File: config.mk
export PLATFORM = sky130hd
export DESIGN_NAME = ebc_bus_ctrl
export DESIGN_NICKNAME = d
export VERILOG_FILES = /design/src/logic/ebc_bus_ctrl.v /design/src/logic/ebc_clkdiv.v /design/src/logic/ebc_sync2.v
export VERILOG_INCLUDE_DIRS = /design/src /design/src/inc
export SDC_FILE = /design/constraint.sdc
export NUM_CORES = 1
export LEC_CHECK = 0
export BUFFER_PORTS_ARGS = -buffer_cell sky130_fd_sc_hd__buf_4
export CAP_MARGIN = 15
export CORE_AREA = 5 5 129 131
export CTS_BUF_LIST = sky130_fd_sc_hd__clkbuf_8 sky130_fd_sc_hd__clkbuf_16
export CTS_CLUSTER_DIAMETER = 30
export DETAILED_ROUTE_END_ITERATION = 6
export DIE_AREA = 0 0 134 136
export GPL_ROUTABILITY_DRIVEN = 0
export PLACE_DENSITY_LB_ADDON = 0.25
export SLEW_MARGIN = 20
export SYNTH_ARGS = -nofsm -noshare
export SYNTH_HDL_FRONTEND = slang
export SYNTH_SLANG_ARGS = --single-unit
File: constraint.sdc
create_clock -name sys_clk -period 4 [get_ports sys_clk]
set_clock_uncertainty 0.15 [all_clocks]
set_input_delay 0.4 -clock sys_clk [delete_from_list [all_inputs] [get_ports sys_clk]]
set_output_delay 0.4 -clock sys_clk [all_outputs]
set_load 0.03 [all_outputs]
File: src/inc/ebc_regs.vh
/*
 * Constants of the external bus controller: register offsets, control field
 * positions, reset values and timing counts.
 * Assumes a 50 MHz system clock and a 32-bit plain register port.
 */
//
// Summary of operation
// ready high adds waitstate, low ends cycle
// partner may drop ready after strobe rises
// unsynced ready must stay low long enough
// programmed length and memory waits come first
// read/write delay sets strobe leading edge
// multiplexed mode adds wait, optional tristate wait
// gap two cycles muxed+tristate, one with either alone, else zero
// finish running cycle before granting bus
// regain starts only when hold released
// hold may drop without reclaim request
// release pins while granted, redrive before cycle
`ifndef EBC_REGS_VH
`define EBC_REGS_VH

////////////////////////////////////////////////////////////////////////////////
// register map
`define EBC_ADDR_W          4
`define EBC_OFS_CTRL        4'h0
`define EBC_OFS_STATUS      4'h4
`define EBC_CTRL_RESET      32'h0000_0000

// control fields
`define EBC_CTRL_MUX        0
`define EBC_CTRL_TRI        1
`define EBC_CTRL_RWDLY      2
`define EBC_CTRL_RDYEN      3
`define EBC_CTRL_MCW_LO     4
`define EBC_CTRL_MCW_HI     7

// status fields
`define EBC_STAT_BUSY       0
`define EBC_STAT_GRANT      1
`define EBC_STAT_RECLAIM    2
`define EBC_STAT_ST_LO      8
`define EBC_STAT_ST_HI      16

////////////////////////////////////////////////////////////////////////////////
// timing
`define EBC_SYS_PERIOD_NS   20
`define EBC_BUSCLK_PERIOD_NS 40
`define EBC_BUSCLK_DIV      (`EBC_BUSCLK_PERIOD_NS / `EBC_SYS_PERIOD_NS)
`define EBC_MUX_TRI_GAP     2

`endif

File: src/logic/ebc_bus_ctrl.v
/*
 * External bus controller: runs read and write cycles on the external
 * address/data pins with programmed waits, ready waitstates, multiplexed
 * and tristate waits, and hands the bus to an external master on hold.
 * Assumes a user port on sys_clk and asynchronous ready, hold and data pins.
 */
`timescale 1ns/1ps
`include "ebc_regs.vh"
module ebc_bus_ctrl (
  input  wire        sys_clk,
  input  wire        resetn,
  // register port
  input  wire [3:0]  reg_addr,
  input  wire [31:0] reg_wdata,
  input  wire        reg_wr,
  input  wire        reg_rd,
  output reg  [31:0] reg_rdata,
  // user request port
  input  wire        req_valid,
  input  wire        req_write,
  input  wire [15:0] req_addr,
  input  wire [15:0] req_wdata,
  output wire        req_ready,
  output reg         rsp_valid,
  output reg  [15:0] rsp_rdata,
  // external bus pins
  output wire        system_clock_out,
  output reg         ale_out,
  output reg         rd_n_out,
  output reg         wr_n_out,
  output reg         ctrl_oe,
  output reg  [15:0] bus_addr_out,
  output reg         bus_addr_oe,
  output reg  [15:0] bus_data_out,
  output reg         bus_data_oe,
  input  wire [15:0] bus_data_in,
  input  wire        ready_n_in,
  input  wire        hold_n_in,
  output reg         bus_yield_grant_n,
  output reg         bus_reclaim_request_n
);

  // one-hot states
  localparam [8:0] S_IDLE  = 9'h001;
  localparam [8:0] S_ADDR  = 9'h002;
  localparam [8:0] S_CMD   = 9'h004;
  localparam [8:0] S_RDY   = 9'h008;
  localparam [8:0] S_MUXW  = 9'h010;
  localparam [8:0] S_TRIW  = 9'h020;
  localparam [8:0] S_GRANT = 9'h040;
  localparam [8:0] S_REGN  = 9'h080;
  localparam [8:0] S_DRIVE = 9'h100;

  //////////////////////////////////////////////////////////////////////////////
  // clock divider and pin synchronisers
  // the bus clock and both tick pulses come from one counter, so they stay in step
  wire        rise_tick;
  wire        fall_tick;
  wire        ready_n_s;
  wire        hold_n_s;
  wire [15:0] data_in_s;

  ebc_clkdiv u_div (
    .sys_clk          (sys_clk),
    .resetn           (resetn),
    .rise_tick        (rise_tick),
    .fall_tick        (fall_tick),
    .system_clock_out (system_clock_out)
  );

  // ready and hold come out of reset at their idle high level, so the
  // first cycles after reset see neither a false end nor a false hold
  ebc_sync2 #(.WIDTH(18), .INIT(18'h3_0000)) u_sync (
    .sys_clk  (sys_clk),
    .resetn   (resetn),
    .async_in ({ready_n_in, hold_n_in, bus_data_in}),
    .sync_out ({ready_n_s, hold_n_s, data_in_s})
  );

  //////////////////////////////////////////////////////////////////////////////
  // control register
  reg  [31:0] ctrl_reg;
  wire        mux_mode = ctrl_reg[`EBC_CTRL_MUX];
  wire        tri_en   = ctrl_reg[`EBC_CTRL_TRI];
  wire        rw_delay = ctrl_reg[`EBC_CTRL_RWDLY];
  wire        ready_en = ctrl_reg[`EBC_CTRL_RDYEN];
  wire [3:0]  mcw_num  = ctrl_reg[`EBC_CTRL_MCW_HI:`EBC_CTRL_MCW_LO];

  // software write of the control word
  // only the low byte is stored; the upper bits always read back as zero
  always @(posedge sys_clk) begin
    if (!resetn)
      ctrl_reg <= `EBC_CTRL_RESET;
    else if (reg_wr && reg_addr == `EBC_OFS_CTRL)
      ctrl_reg <= {24'h00_0000, reg_wdata[7:0]};
  end

  //////////////////////////////////////////////////////////////////////////////
  // state registers
  reg [8:0]  state_reg;
  reg [8:0]  state_next;
  reg [3:0]  wait_reg;
  reg [3:0]  wait_next;
  reg        write_reg;
  reg [15:0] addr_reg;
  reg [15:0] wdata_reg;
  reg        strobe_arm_reg;
  reg        hold_prev_reg;

  // hold_rise marks the cycle in which the synchronised hold line goes high
  wire hold_req  = !hold_n_s;
  wire hold_rise = hold_n_s && !hold_prev_reg;  // hold released this cycle
  wire in_cycle  = |(state_reg & (S_ADDR | S_CMD | S_RDY));

  // a new request is only taken in idle on a bus clock edge with no hold;
  // a hold seen in idle wins over a waiting user request, and the user
  // request then waits for the regain
  assign req_ready = state_reg[0] && rise_tick && !hold_req;

  // next state, advanced on rising edges of the bus clock
  always @* begin
    state_next = state_reg;
    wait_next  = wait_reg;
    if (rise_tick) begin
      case (state_reg)
        S_IDLE: begin
          if (hold_req)
            state_next = S_GRANT;
          else if (req_valid)
            state_next = S_ADDR;
        end
        S_ADDR: begin
          state_next = S_CMD;
          wait_next  = mcw_num;
        end
        // memory waits count down one bus clock each
        S_CMD: begin
          if (wait_reg != 4'h0)
            wait_next = wait_reg - 4'h1;
          else
            state_next = S_RDY;
        end
        S_RDY: begin
          // sample point: high adds a waitstate, low ends the cycle
          if (!ready_en || !ready_n_s)
            state_next = mux_mode ? S_MUXW : (tri_en ? S_TRIW : S_IDLE);
        end
        S_MUXW: begin
          state_next = tri_en ? S_TRIW : S_IDLE;
        end
        S_TRIW: begin
          state_next = S_IDLE;
        end
        // granted: stay until the hold line is seen released
        S_GRANT: begin
          if (hold_n_s)
            state_next = S_REGN;
        end
        S_REGN: begin
          state_next = S_DRIVE;
        end
        S_DRIVE: begin
          state_next = S_IDLE;
        end
        default: begin
          state_next = S_IDLE;
        end
      endcase
    end
  end

  // state, request latches and hold edge memory
  always @(posedge sys_clk) begin
    if (!resetn) begin
      state_reg     <= S_IDLE;
      wait_reg      <= 4'h0;
      write_reg     <= 1'b0;
      addr_reg      <= 16'h0000;
      wdata_reg     <= 16'h0000;
      hold_prev_reg <= 1'b1;
    end else begin
      state_reg     <= state_next;
      wait_reg      <= wait_next;
      hold_prev_reg <= hold_n_s;
      if (req_ready && req_valid) begin
        write_reg <= req_write;
        addr_reg  <= req_addr;
        wdata_reg <= req_wdata;
      end
    end
  end

  //////////////////////////////////////////////////////////////////////////////
  // strobe leading edge: with read/write delay the strobe waits for the
  // falling bus clock edge of the first command phase
  always @(posedge sys_clk) begin
    if (!resetn)
      strobe_arm_reg <= 1'b0;
    else if (!(state_reg[2] || state_reg[3]))
      strobe_arm_reg <= 1'b0;
    else if (fall_tick)
      strobe_arm_reg <= 1'b1;
  end

  wire strobe_on = (state_reg[2] || state_reg[3]) && (!rw_delay || strobe_arm_reg);
  wire end_cycle = state_reg[3] && rise_tick && (!ready_en || !ready_n_s);
  // the pins stay released through the grant and the first regain tick,
  // and are driven again two bus clocks before a new cycle may start
  wire owned     = !(state_reg[6] || state_reg[7]);

  //////////////////////////////////////////////////////////////////////////////
  // pin outputs, all registered
  // so each pin lags the state by one sys_clk and never glitches
  always @(posedge sys_clk) begin
    if (!resetn) begin
      ale_out      <= 1'b0;
      rd_n_out     <= 1'b1;
      wr_n_out     <= 1'b1;
      ctrl_oe      <= 1'b1;
      bus_addr_out <= 16'h0000;
      bus_addr_oe  <= 1'b1;
      bus_data_out <= 16'h0000;
      bus_data_oe  <= 1'b0;
    end else begin
      ale_out      <= state_reg[1];
      rd_n_out     <= !(strobe_on && !write_reg);
      wr_n_out     <= !(strobe_on && write_reg);
      ctrl_oe      <= owned;
      bus_addr_out <= addr_reg;
      bus_addr_oe  <= owned;
      // multiplexed mode puts the address on the data pins during ale
      if (mux_mode && state_reg[1])
        bus_data_out <= addr_reg;
      else
        bus_data_out <= wdata_reg;
      bus_data_oe  <= owned && ((mux_mode && state_reg[1])
                      || (write_reg && (state_reg[2] || state_reg[3])));
    end
  end

  //////////////////////////////////////////////////////////////////////////////
  // arbitration pins: grant held through the granted phase, reclaim
  // request raised while a user request waits for the bus; it is dropped
  // in the cycle the hold release is seen, and comes back for one cycle if the grant state outlasts that cycle
  always @(posedge sys_clk) begin
    if (!resetn) begin
      bus_yield_grant_n     <= 1'b1;
      bus_reclaim_request_n <= 1'b1;
    end else begin
      bus_yield_grant_n     <= !state_reg[6];
      bus_reclaim_request_n <= !(state_reg[6] && req_valid && !hold_rise);
    end
  end

  //////////////////////////////////////////////////////////////////////////////
  // read answer: the data pins reach data_in_s two cycles late, so the
  // answer is taken two cycles after the cycle ends; data_in_s then holds
  // what the pins showed up to the strobe's trailing edge, not its start
  reg [1:0] end_dly_reg;

  always @(posedge sys_clk) begin
    if (!resetn) begin
      end_dly_reg <= 2'b00;
      rsp_valid   <= 1'b0;
      rsp_rdata   <= 16'h0000;
    end else begin
      end_dly_reg <= {end_dly_reg[0], end_cycle};
      rsp_valid   <= end_dly_reg[1];
      // write_reg still belongs to this cycle: the next request is taken
      // no earlier than this edge
      if (end_dly_reg[1] && !write_reg)
        rsp_rdata <= data_in_s;
    end
  end

  //////////////////////////////////////////////////////////////////////////////
  // status word: cycle, grant and reclaim flags in the low bits, the
  // one-hot state above them for debug
  wire [31:0] status_word = {15'h0000, state_reg, 5'h00,
                             !bus_reclaim_request_n,
                             !bus_yield_grant_n, in_cycle};

  //////////////////////////////////////////////////////////////////////////////
  // register read port, data in the cycle after the strobe
  always @(posedge sys_clk) begin
    if (!resetn)
      reg_rdata <= 32'h0000_0000;
    else if (reg_rd) begin
      case (reg_addr)
        `EBC_OFS_CTRL:   reg_rdata <= ctrl_reg;
        `EBC_OFS_STATUS: reg_rdata <= status_word;
        default:         reg_rdata <= 32'h0000_0000;
      endcase
    end else
      reg_rdata <= 32'h0000_0000;
  end

endmodule

File: src/logic/ebc_clkdiv.v
/*
 * Bus clock divider: makes the visible bus clock and enable pulses
 * for its rising and falling edges.
 * Assumes the bus clock period is a whole even multiple of sys_clk.
 */
`timescale 1ns/1ps
`include "ebc_regs.vh"
module ebc_clkdiv (
  input  wire sys_clk,
  input  wire resetn,
  output wire rise_tick,
  output wire fall_tick,
  output wire system_clock_out
);

  localparam integer DIV    = `EBC_BUSCLK_DIV;
  localparam integer LAST_I = DIV - 1;
  localparam integer HALF_I = DIV / 2 - 1;
  localparam [3:0]   LAST   = LAST_I[3:0];
  localparam [3:0]   HALF   = HALF_I[3:0];

  reg [3:0] cnt_reg;
  reg       clk_reg;

  // count sys_clk cycles, toggle the bus clock at each half period
  always @(posedge sys_clk) begin
    if (!resetn) begin
      cnt_reg <= 4'h0;
      clk_reg <= 1'b0;
    end else begin
      cnt_reg <= (cnt_reg == LAST) ? 4'h0 : cnt_reg + 4'h1;
      if (cnt_reg == LAST)
        clk_reg <= 1'b1;
      else if (cnt_reg == HALF)
        clk_reg <= 1'b0;
    end
  end

  assign rise_tick        = (cnt_reg == LAST);  // bus clock rises next edge
  assign fall_tick        = (cnt_reg == HALF);  // bus clock falls next edge
  assign system_clock_out = clk_reg;

endmodule

File: src/logic/ebc_sync2.v
/*
 * Two-stage synchroniser for pin inputs, one stage pair per bit.
 * Assumes the inputs are asynchronous to sys_clk.
 */
`timescale 1ns/1ps
module ebc_sync2 #(
  parameter WIDTH = 1,
  parameter [WIDTH-1:0] INIT = {WIDTH{1'b0}}
) (
  input  wire             sys_clk,
  input  wire             resetn,
  input  wire [WIDTH-1:0] async_in,
  output wire [WIDTH-1:0] sync_out
);

  genvar i;
  generate
    for (i = 0; i < WIDTH; i = i + 1) begin : g_bit
      reg meta_reg;
      reg stable_reg;
      // first stage feeds only the second stage
      always @(posedge sys_clk) begin
        if (!resetn) begin
          meta_reg   <= INIT[i];
          stable_reg <= INIT[i];
        end else begin
          meta_reg   <= async_in[i];
          stable_reg <= meta_reg;
        end
      end
      assign sync_out[i] = stable_reg;
    end
  endgenerate

endmodule

==> results of run 1 <==
[layer usage]
layer | GRT usage, % | up-vias
li1 | - | 2340
met4 | 6.29 | 0
met1 | 19.2 | 2243
met3 | 4.85 | 18
met2 | 25.6 | 134
met5 | 0 | -
[worst max-delay path: cells and delay by family, from the launching register on]
family                     cells  cell delay (ps)
and+or+nand+nor                2              680
buffers and inverters          1              190
adders and majority gates      1              170
DFF                            1              410
[layout by cell type, fill, tap and decap left out, drive strengths merged, types with 2 or more instances in the layout]
cell type | Yosys | final
buf | 26 | 147
nand4 | 4 | 4
and2 | 65 | 65
nor4 | 2 | 2
dfxtp | 172 | 172
nor2b | 4 | 4
nor2 | 32 | 32
a211oi | 8 | 8
o21ai | 7 | 7
nand2b | 7 | 7
nand2 | 150 | 150
nand3b | 2 | 2
and3 | 3 | 3
inv | 12 | 13
nor3 | 11 | 11
a21o | 4 | 4
or3b | 2 | 2
ha | 4 | 4
bufinv | 0 | 4
conb | 1 | 15
mux2i | 16 | 16
a31oi | 2 | 2
clkbuf | 30 | 21
nand3 | 5 | 5
clkinv | 0 | 3
xnor2 | 2 | 2
a21oi | 73 | 73
[cell type report]
cell class | count | area (um2)
inverters | 12 | 45.0
flip-flops and latches | 172 | 3440
repair buffers | 147 | 1100
multi-input cells | 430 | 2260
clock inverters | 9 | 159
fillers | 1457 | 7750
clock buffers | 21 | 480
well taps | 192 | 240
[power by group]
part | switching, mW | internal, mW | total (mW)
combinational | 0.201 | 0.135 | 0.336
clock | 0.648 | 1.11 | 1.76
sequential | 0.0410 | 1.77 | 1.82
[kinds of logic after synthesis]
kind of cell    after synthesis
simple gates                291
flops                       172
compound gates              101
buf+inv                      68
mux                          16
fa+ha+maj                     4
xor+xnor                      3
other cells                   1
[per-stage QoR]
| step | power, mW | utilization (%) | cells |
|---|---|---|---|
| 5_1_grt | 4.05 | 50.0 | 983 |
| 3_5_place_dp | 2.19 | 45.8 | 953 |
| 3_3_place_gp | 2.18 | 45.8 | 953 |
| 2_1_floorplan | 2.07 | - | 670 |
| 4_1_cts | 3.94 | 50.0 | 983 |
| 6_report | 3.91 | 50.0 | 983 |
[how the worst max path moves through the flow]
| stage | start | end | slack, ps | cells past startpoint |
|---|---|---|---|---|
| 2_1_floorplan | u_div.cnt_reg[0] | addr_reg[0] | 1860 | 9 |
| 4_1_cts | u_div.cnt_reg[0] | req_ready | 1550 | 4 |
| 3_3_place_gp | wait_reg[0] | state_reg[3] | 1730 | 7 |
| 3_5_place_dp | wait_reg[0] | state_reg[8] | 1660 | 7 |
| 6_report | u_div.cnt_reg[0] | req_ready | 1570 | 4 |
| 5_1_grt | u_div.cnt_reg[0] | req_ready | 1420 | 4 |
==> results.yml, run 1 <==
worst_setup_path:
  worstSetupEndpointType: "primary output"
  crit_path_start_kind: "flop"
  path_cells: "ha_1, or3b_1, nor2_2, buf_4"
  reg2reg_to: "state_reg[8]"
  r2r_start: "wait_reg[0]"
  worstPathMaxFanout: 8
  rr_worst_depth: 7
  path_class: "reg2out"
  cp_data_required_time_ps: 3450
  critPathArrivalTime_ps: 1880
  critical-path-max-stage-delay_ps: 490
  crit_slowest_cell: "or3b_1"
  reg2reg_setup_slack_ps: 1610
outcome:
  status: "finished, final reports clean"
sta:
  fin_setup_tns_ps: 0
  finalCritPeriodShare_pct: 60.8
  fmax_ghz: 0.411
  relSlewSlack_pct: 53.8
  rsz0062_at_grt: "false"
  min_period_ps: 2430
  tightest_slew_ps: 690
  finalHoldViolations: 0
  finalSetupViolations: 0
  slew_violations: 0
  fin_ws_ps: 1570
  hold_slack_ps: 10.4
cts:
  tritoncts: "built"
  clk_latency_ps: 430
  cts-root-buf: "clkbuf_16"
  cts.sinks: 172
  cts_buffer_depth: 2
  cts.htree.levels: 4
  path_clk_slew_ps: 60
  hold_buffers: 0
  ctsResizeCount: 0
  cts_setup_buffers: 0
  cts-buffers-inserted: 17
die:
  die_area_um2: 18200
  fp-row-count: 46
  die_w_um: 134
  die_y_um: 136
  io_pins: 183
  coreArea_um2: 15500
  start_util_pct: 38.7
power:
  ir_drop_mv: 0.267
  leakage_nw: 3.22
  powerDensity_nw_per_um2: 505
drt:
  wl_met3_um: 891
  num_vias: 4735
  drc: 0
  vias_per_cell: 4.82
  ant_nets: 0
  drt_first_pass_iters: 4
  wl_per_cell_um: 14.3
  wl_met1_um: 6280
  top_layer: "met4"
  dr.first_iter.drc_count: 206
  drt_wl_total_um: 14000
  route.met2.wl_um: 6620
yosys:
  synth_common_cells: "dfxtp_1, nand2_1, a21oi_1"
  synth_top_family_by_area: "simple AND/OR/NAND/NOR gates"
  async_flop_share_pct: 0
  ys_ff_latch: 172
  synth.most_common_cell: "dfxtp_1"
  synth-simple-area-share_pct: 23.3
  ys_seq_area_share_pct: 57.5
  yosys_warnings: 0
  synth-edff-count: 0
  synth_top_flop_cell: "dfxtp_1"
  ys_types: 43
  synth_adder_area_share_pct: 0.836
  synth_cells: 656
  syn_area_um2: 5990
  synth-compound-area-share_pct: 9.59
  synthMuxAreaShare_pct: 2.68
  syn_avg_cell_area_um2: 9.12
  synth_top_area_cell: "dfxtp_1"
  synth.top_cell.area_share_pct: 57.5
  synth_area_leaders: "dfxtp_1, nand2_1, and2_1, a21oi_1, mux2i_1"
  yosys.area_share.xor_xnor_pct: 0.439
layout:
  final_area_um2: 7730
  area_delta_synth_final_pct: 29.2
  antenna_cells: 0
  nets: 876
  drive_gt1_share_pct: 23.5
grt:
  grt_pass1_vias: 4676
  grt_remaining_overflow: 0
  grt_max_degree: 73
  gr-usage-all-layers_pct: 15.6
  antenna_found_initial: 0
  grt_pass1_wl_um: 22600
worst_hold_path:
  hold_path_end: "u_sync.g_bit[16].meta_reg"
  min_from: "hold_n_in"
  holdPathStages: 2
  hold_class: "in2reg"
placed_design:
  dp_hpwl_um: 9660
  portBuffers: 143
  post_dp_cell_area_um2: 7090
  pre_cts_slack_ps: 1660
run:
  drv_cap: 0
(Power assumes the default switching activity.)
==> run 2, diff against run 1 <==
clock period = 2.55 ns   (was 4 ns; I/O delays follow)
==> run 2 against run 1 <==
Via count grew 3.5%. Worst setup slack lost 1400 ps. First-iteration DRC count grew 37%. Routed wire length grew 3.1%. Core utilization grew 3.8 points. Critical path depth grew 3. Final cell count grew 6.7%. Clock-buffer cell count shrank 1.
==> results.yml, run 2 (synthesis results as in run 1) <==
worst_setup_path:
  reg2reg_to: "state_reg[3]"
  crit_slowest_cell: "nor3_4"
  critPathArrivalTime_ps: 2570
  crit_buf_inv: 1
  path_class: "reg2reg"
  critical-path-max-stage-delay_ps: 410
  reg2reg_setup_slack_ps: 170
  path_delay_family: "simple AND/OR/NAND/NOR gates"
  r2r_start: "wait_reg[0]"
  path_cells: "inv_1, ha_1, or3b_1, a32o_1, a21o_1, nor3_4, mux2i_1"
  crit_path_start_kind: "flop"
  rr_worst_depth: 7
  cp_data_required_time_ps: 2740
  worstPathMaxFanout: 6
  worstSetupEndpointType: "flop"
drt:
  vias_per_cell: 4.67
  wl_met1_um: 6410
  route.met2.wl_um: 7000
  top_layer: "met4"
  num_vias: 4903
  ant_nets: 0
  wl_per_cell_um: 13.8
  drc: 0
  drt_first_pass_iters: 4
  wl_met3_um: 948
  dr.first_iter.drc_count: 282
  drt_wl_total_um: 14500
cts:
  cts_setup_buffers: 0
  hold_buffers: 61
  cts-buffers-inserted: 17
  path_clk_slew_ps: 60
  ctsResizeCount: 0
  cts_buffer_depth: 2
  tritoncts: "built"
  cts.htree.levels: 4
  clk_latency_ps: 420
  cts.sinks: 172
  cts-root-buf: "clkbuf_16"
sta:
  rsz0062_at_grt: "false"
  tightest_slew_ps: 710
  finalSetupViolations: 0
  min_period_ps: 2380
  relSlewSlack_pct: 52.5
  slew_violations: 0
  fmax_ghz: 0.421
  finalCritPeriodShare_pct: 93.2
  fin_setup_tns_ps: 0
  finalHoldViolations: 0
worst_hold_path:
  hold_class: "in2reg"
  min_from: "resetn"
  holdPathStages: 2
  hold_path_end: "u_sync.g_bit[17].stable_reg"
placed_design:
  post_dp_cell_area_um2: 7130
  portBuffers: 143
  dp_hpwl_um: 9840
die:
  coreArea_um2: 15500
  die_y_um: 136
  fp-row-count: 46
  die_area_um2: 18200
  start_util_pct: 38.7
  io_pins: 183
  die_w_um: 134
grt:
  grt_pass1_wl_um: 23700
  grt_pass1_vias: 4906
  antenna_found_initial: 0
  gr-usage-all-layers_pct: 16.2
  grt_remaining_overflow: 0
  grt_max_degree: 47
layout:
  drive_gt1_share_pct: 21.9
  area_delta_synth_final_pct: 39.2
  final-seq-area_um2: 3440
  nets: 940
  n_fill_cell: 1413
  multi_input_area_um2: 2260
  antenna_cells: 0
  final_common_cell: "dfxtp_1"
  final_cell_mix: "dfxtp_1, nand2_1, buf_4"
  final_area_um2: 8330
power:
  leakage_nw: 3.48
  ir_drop_mv: 0.449
  powerDensity_nw_per_um2: 719
run:
  drv_cap: 0
outcome:
  status: "finished, final reports clean"
-- run 2: cell types whose count changed in the layout (fill, tap and decap cells not counted) --
cell and delta:
clkbuf_8 -1, buf_12 +1, buf_4 +2, dlygate4sd3_1 +61, clkinv_2 +1, inv_1 +3
clkinvlp_4 +1, bufinv_16 -2
-- run 2: how the worst max path moves through the flow --
stage | start | cells after the start | to
2_1_floorplan | u_div.cnt_reg[0] | 9 | addr_reg[0]
3_3_place_gp | wait_reg[0] | 7 | state_reg[5]
3_5_place_dp | wait_reg[0] | 7 | state_reg[3]
4_1_cts | wait_reg[0] | 7 | state_reg[3]
5_1_grt | wait_reg[0] | 7 | state_reg[5]
6_report | wait_reg[0] | 7 | state_reg[3]
-- run 2: cell type report --
class,instances,area share (%)
Inverter,12,0.541
Sequential cell,172,41.3
Multi-Input combinational cell,430,27.2
Timing Repair Buffer,211,21.0
Clock inverter,12,1.47
Clock buffer,20,5.60
Tap cell,192,2.88
-- run 2: stage by stage --
step / util [%] / std cells / total power [mW] / setup slack, ps / hold WS [ps]
after floorplan: - / 670 / 3.25 / 408 / 200
after global placement: 46.0 / 956 / 3.44 / 298 / 249
after detailed placement: 46.0 / 956 / 3.45 / 208 / 252
after CTS: 53.8 / 1049 / 6.06 / 165 / 29.5
after global routing: 53.8 / 1049 / 6.26 / 47.8 / 46.4
final: 53.8 / 1049 / 5.99 / 173 / 45.6
-- run 2: where the power goes --
group          internal [mW]  switching (mW)
sequential              2.78          0.0564
clock                   1.51            1.02
combinational          0.284           0.338
-- run 2: routing by layer --
layer  vias to the layer above  track usage (%)
met5                         -                0
met4                         0             6.69
met3                         9             4.22
met2                       156             27.1
met1                      2263             20.0
li1                       2475                -
==> run 3, diff against run 2 <==
CORE_AREA = 5 5 122 124   (was 5 5 129 131)
DIE_AREA = 0 0 127 129   (was 0 0 134 136)
==> run 3 against run 2 <==
Sequential share of layout area fell by 0.087 points. Highest routed layer unchanged. Global-route usage rose by 1.7 points. Maximum frequency barely moved. Flip-flop and latch count did not move. Largest cell class unchanged. Largest power group unchanged. Final cell count fell by 1.1%. Sequential power barely moved.
==> results.yml, run 3 (synthesis results as in run 1) <==
outcome:
  status: "finished, final reports clean"
cts:
  cts.htree.levels: 4
  tritoncts: "built"
  cts_buffer_depth: 2
  cts.sinks: 172
  cts-buffers-inserted: 17
  clk_latency_ps: 420
  cts-root-buf: "clkbuf_16"
  path_clk_slew_ps: 60
  cts_setup_buffers: 0
worst_setup_path:
  crit_slowest_cell: "nor3_4"
  path_class: "reg2reg"
  rr_worst_depth: 7
  startpoint: "wait_reg[0]"
  critical-path-max-stage-delay_ps: 420
  path_cells: "inv_1, ha_1, or3b_1, a32o_1, a21o_1, nor3_4, mux2i_1"
  critPathArrivalTime_ps: 2570
  worstSetupEndpointType: "flop"
  reg2reg_setup_slack_ps: 180
  r2r_start: "wait_reg[0]"
  cp_data_required_time_ps: 2750
  reg2reg_to: "state_reg[8]"
  crit_path_start_kind: "flop"
  critPathCapture: "state_reg[8]"
  worstPathMaxFanout: 6
drt:
  ant_nets: 0
  num_vias: 4985
  drc: 0
  drt_first_pass_iters: 4
  dr.first_iter.drc_count: 330
  vias_per_cell: 4.81
  drt_wl_total_um: 14600
  wl_per_cell_um: 14.0
sta:
  min_period_ps: 2370
  slew_violations: 0
  relSlewSlack_pct: 28.6
  rsz0062_at_grt: "false"
  fin_setup_tns_ps: 0
  finalCritPeriodShare_pct: 93.1
  tightest_slew_ps: 1070
  finalHoldViolations: 0
  fmax_ghz: 0.421
  finalSetupViolations: 0
power:
  leakage_nw: 3.49
  fin_total_pwr_mw: 6.14
  ir_drop_mv: 0.454
  powerDensity_nw_per_um2: 736
die:
  die_w_um: 127
  die_y_um: 129
  die_area_um2: 16400
  coreArea_um2: 13700
  start_util_pct: 43.8
  io_pins: 183
  fp-row-count: 43
grt:
  antenna_found_initial: 0
  gr-usage-all-layers_pct: 18.0
  grt_use_met1_pct: 20.5
  met3_usage_pct: 5.69
  grt_pass1_vias: 4969
  grt_remaining_overflow: 0
  use_met2_pct: 30.7
  grt_max_degree: 60
  grt_pass1_wl_um: 23300
  grt-busiest-layer: "met2"
placed_design:
  portBuffers: 143
  dp_hpwl_um: 9590
layout:
  area_delta_synth_final_pct: 39.4
  post-route-util_pct: 61.1
  final_common_cell: "dfxtp_1"
  final_cell_mix: "dfxtp_1, nand2_1, buf_4"
  drive_gt1_share_pct: 21.7
  nets: 939
worst_hold_path:
  hold_class: "in2reg"
run:
  drv_cap: 0
==> run 3: layout make-up <==
type	count	area, um2
clock buffers	19	453
clock inverters	13	174
fillers	1166	5320
diodes	1	2.50
flip-flops and latches	172	3440
multi-input cells	430	2260
inverters	12	45.0
well taps	180	225
repair buffers	210	1740
==> run 3: metrics by stage <==
step | hold slack (ps) | cells | setup WS (ps) | instance area, um2
2_1_floorplan | 200 | 670 | 408 | 6040
3_3_place_gp | 255 | 942 | 327 | 7100
3_5_place_dp | 256 | 942 | 242 | 7100
4_1_cts | 128 | 1036 | 206 | 8340
5_1_grt | 192 | 1036 | 112 | 8340
6_report | 155 | 1037 | 176 | 8350
==> run 3: critical path, delay by kind of cell, from the launching register on <==
family                   cells  cell delay (ps)
AND/OR/NAND/NOR              2              790
multiplexers                 1              250
adder cells (fa/ha/maj)      1              190
buffers and inverters        1              110
flip-flops                   1              330
AO/OA/AOI/OAI                2              480
==> run 3: routing by layer <==
layer / wire length [um] / share of wire [%]
met1: 5960 / 41
met2: 7200 / 49
met3: 995 / 6.8
met4: 399 / 2.7
met5: 0 / 0
==> run 3: how the worst min path moves through the flow <==
stage                         startpoint  slack, ps                          end  depth (start not counted)
2_1_floorplan                  req_valid        200        bus_reclaim_request_n                          1
3_3_place_gp   u_sync.g_bit[16].meta_reg        260  u_sync.g_bit[16].stable_reg                          1
3_5_place_dp   u_sync.g_bit[17].meta_reg        260  u_sync.g_bit[17].stable_reg                          1
4_1_cts                           reg_rd        130                 reg_rdata[4]                          3
5_1_grt                           reg_rd        190                 reg_rdata[0]                          3
6_report                          reg_rd        160                 reg_rdata[4]                          3
==> run 3: where the power goes <==
part | internal, mW | switching, mW
logic | 0.278 | 0.333
clock network | 1.68 | 1.01
registers | 2.78 | 0.0617
==> run 3: timing repair <==
action	in CTS	in global routing
hold endpoints to repair	67	0
resized for setup	0	0
hold buffers	62	0
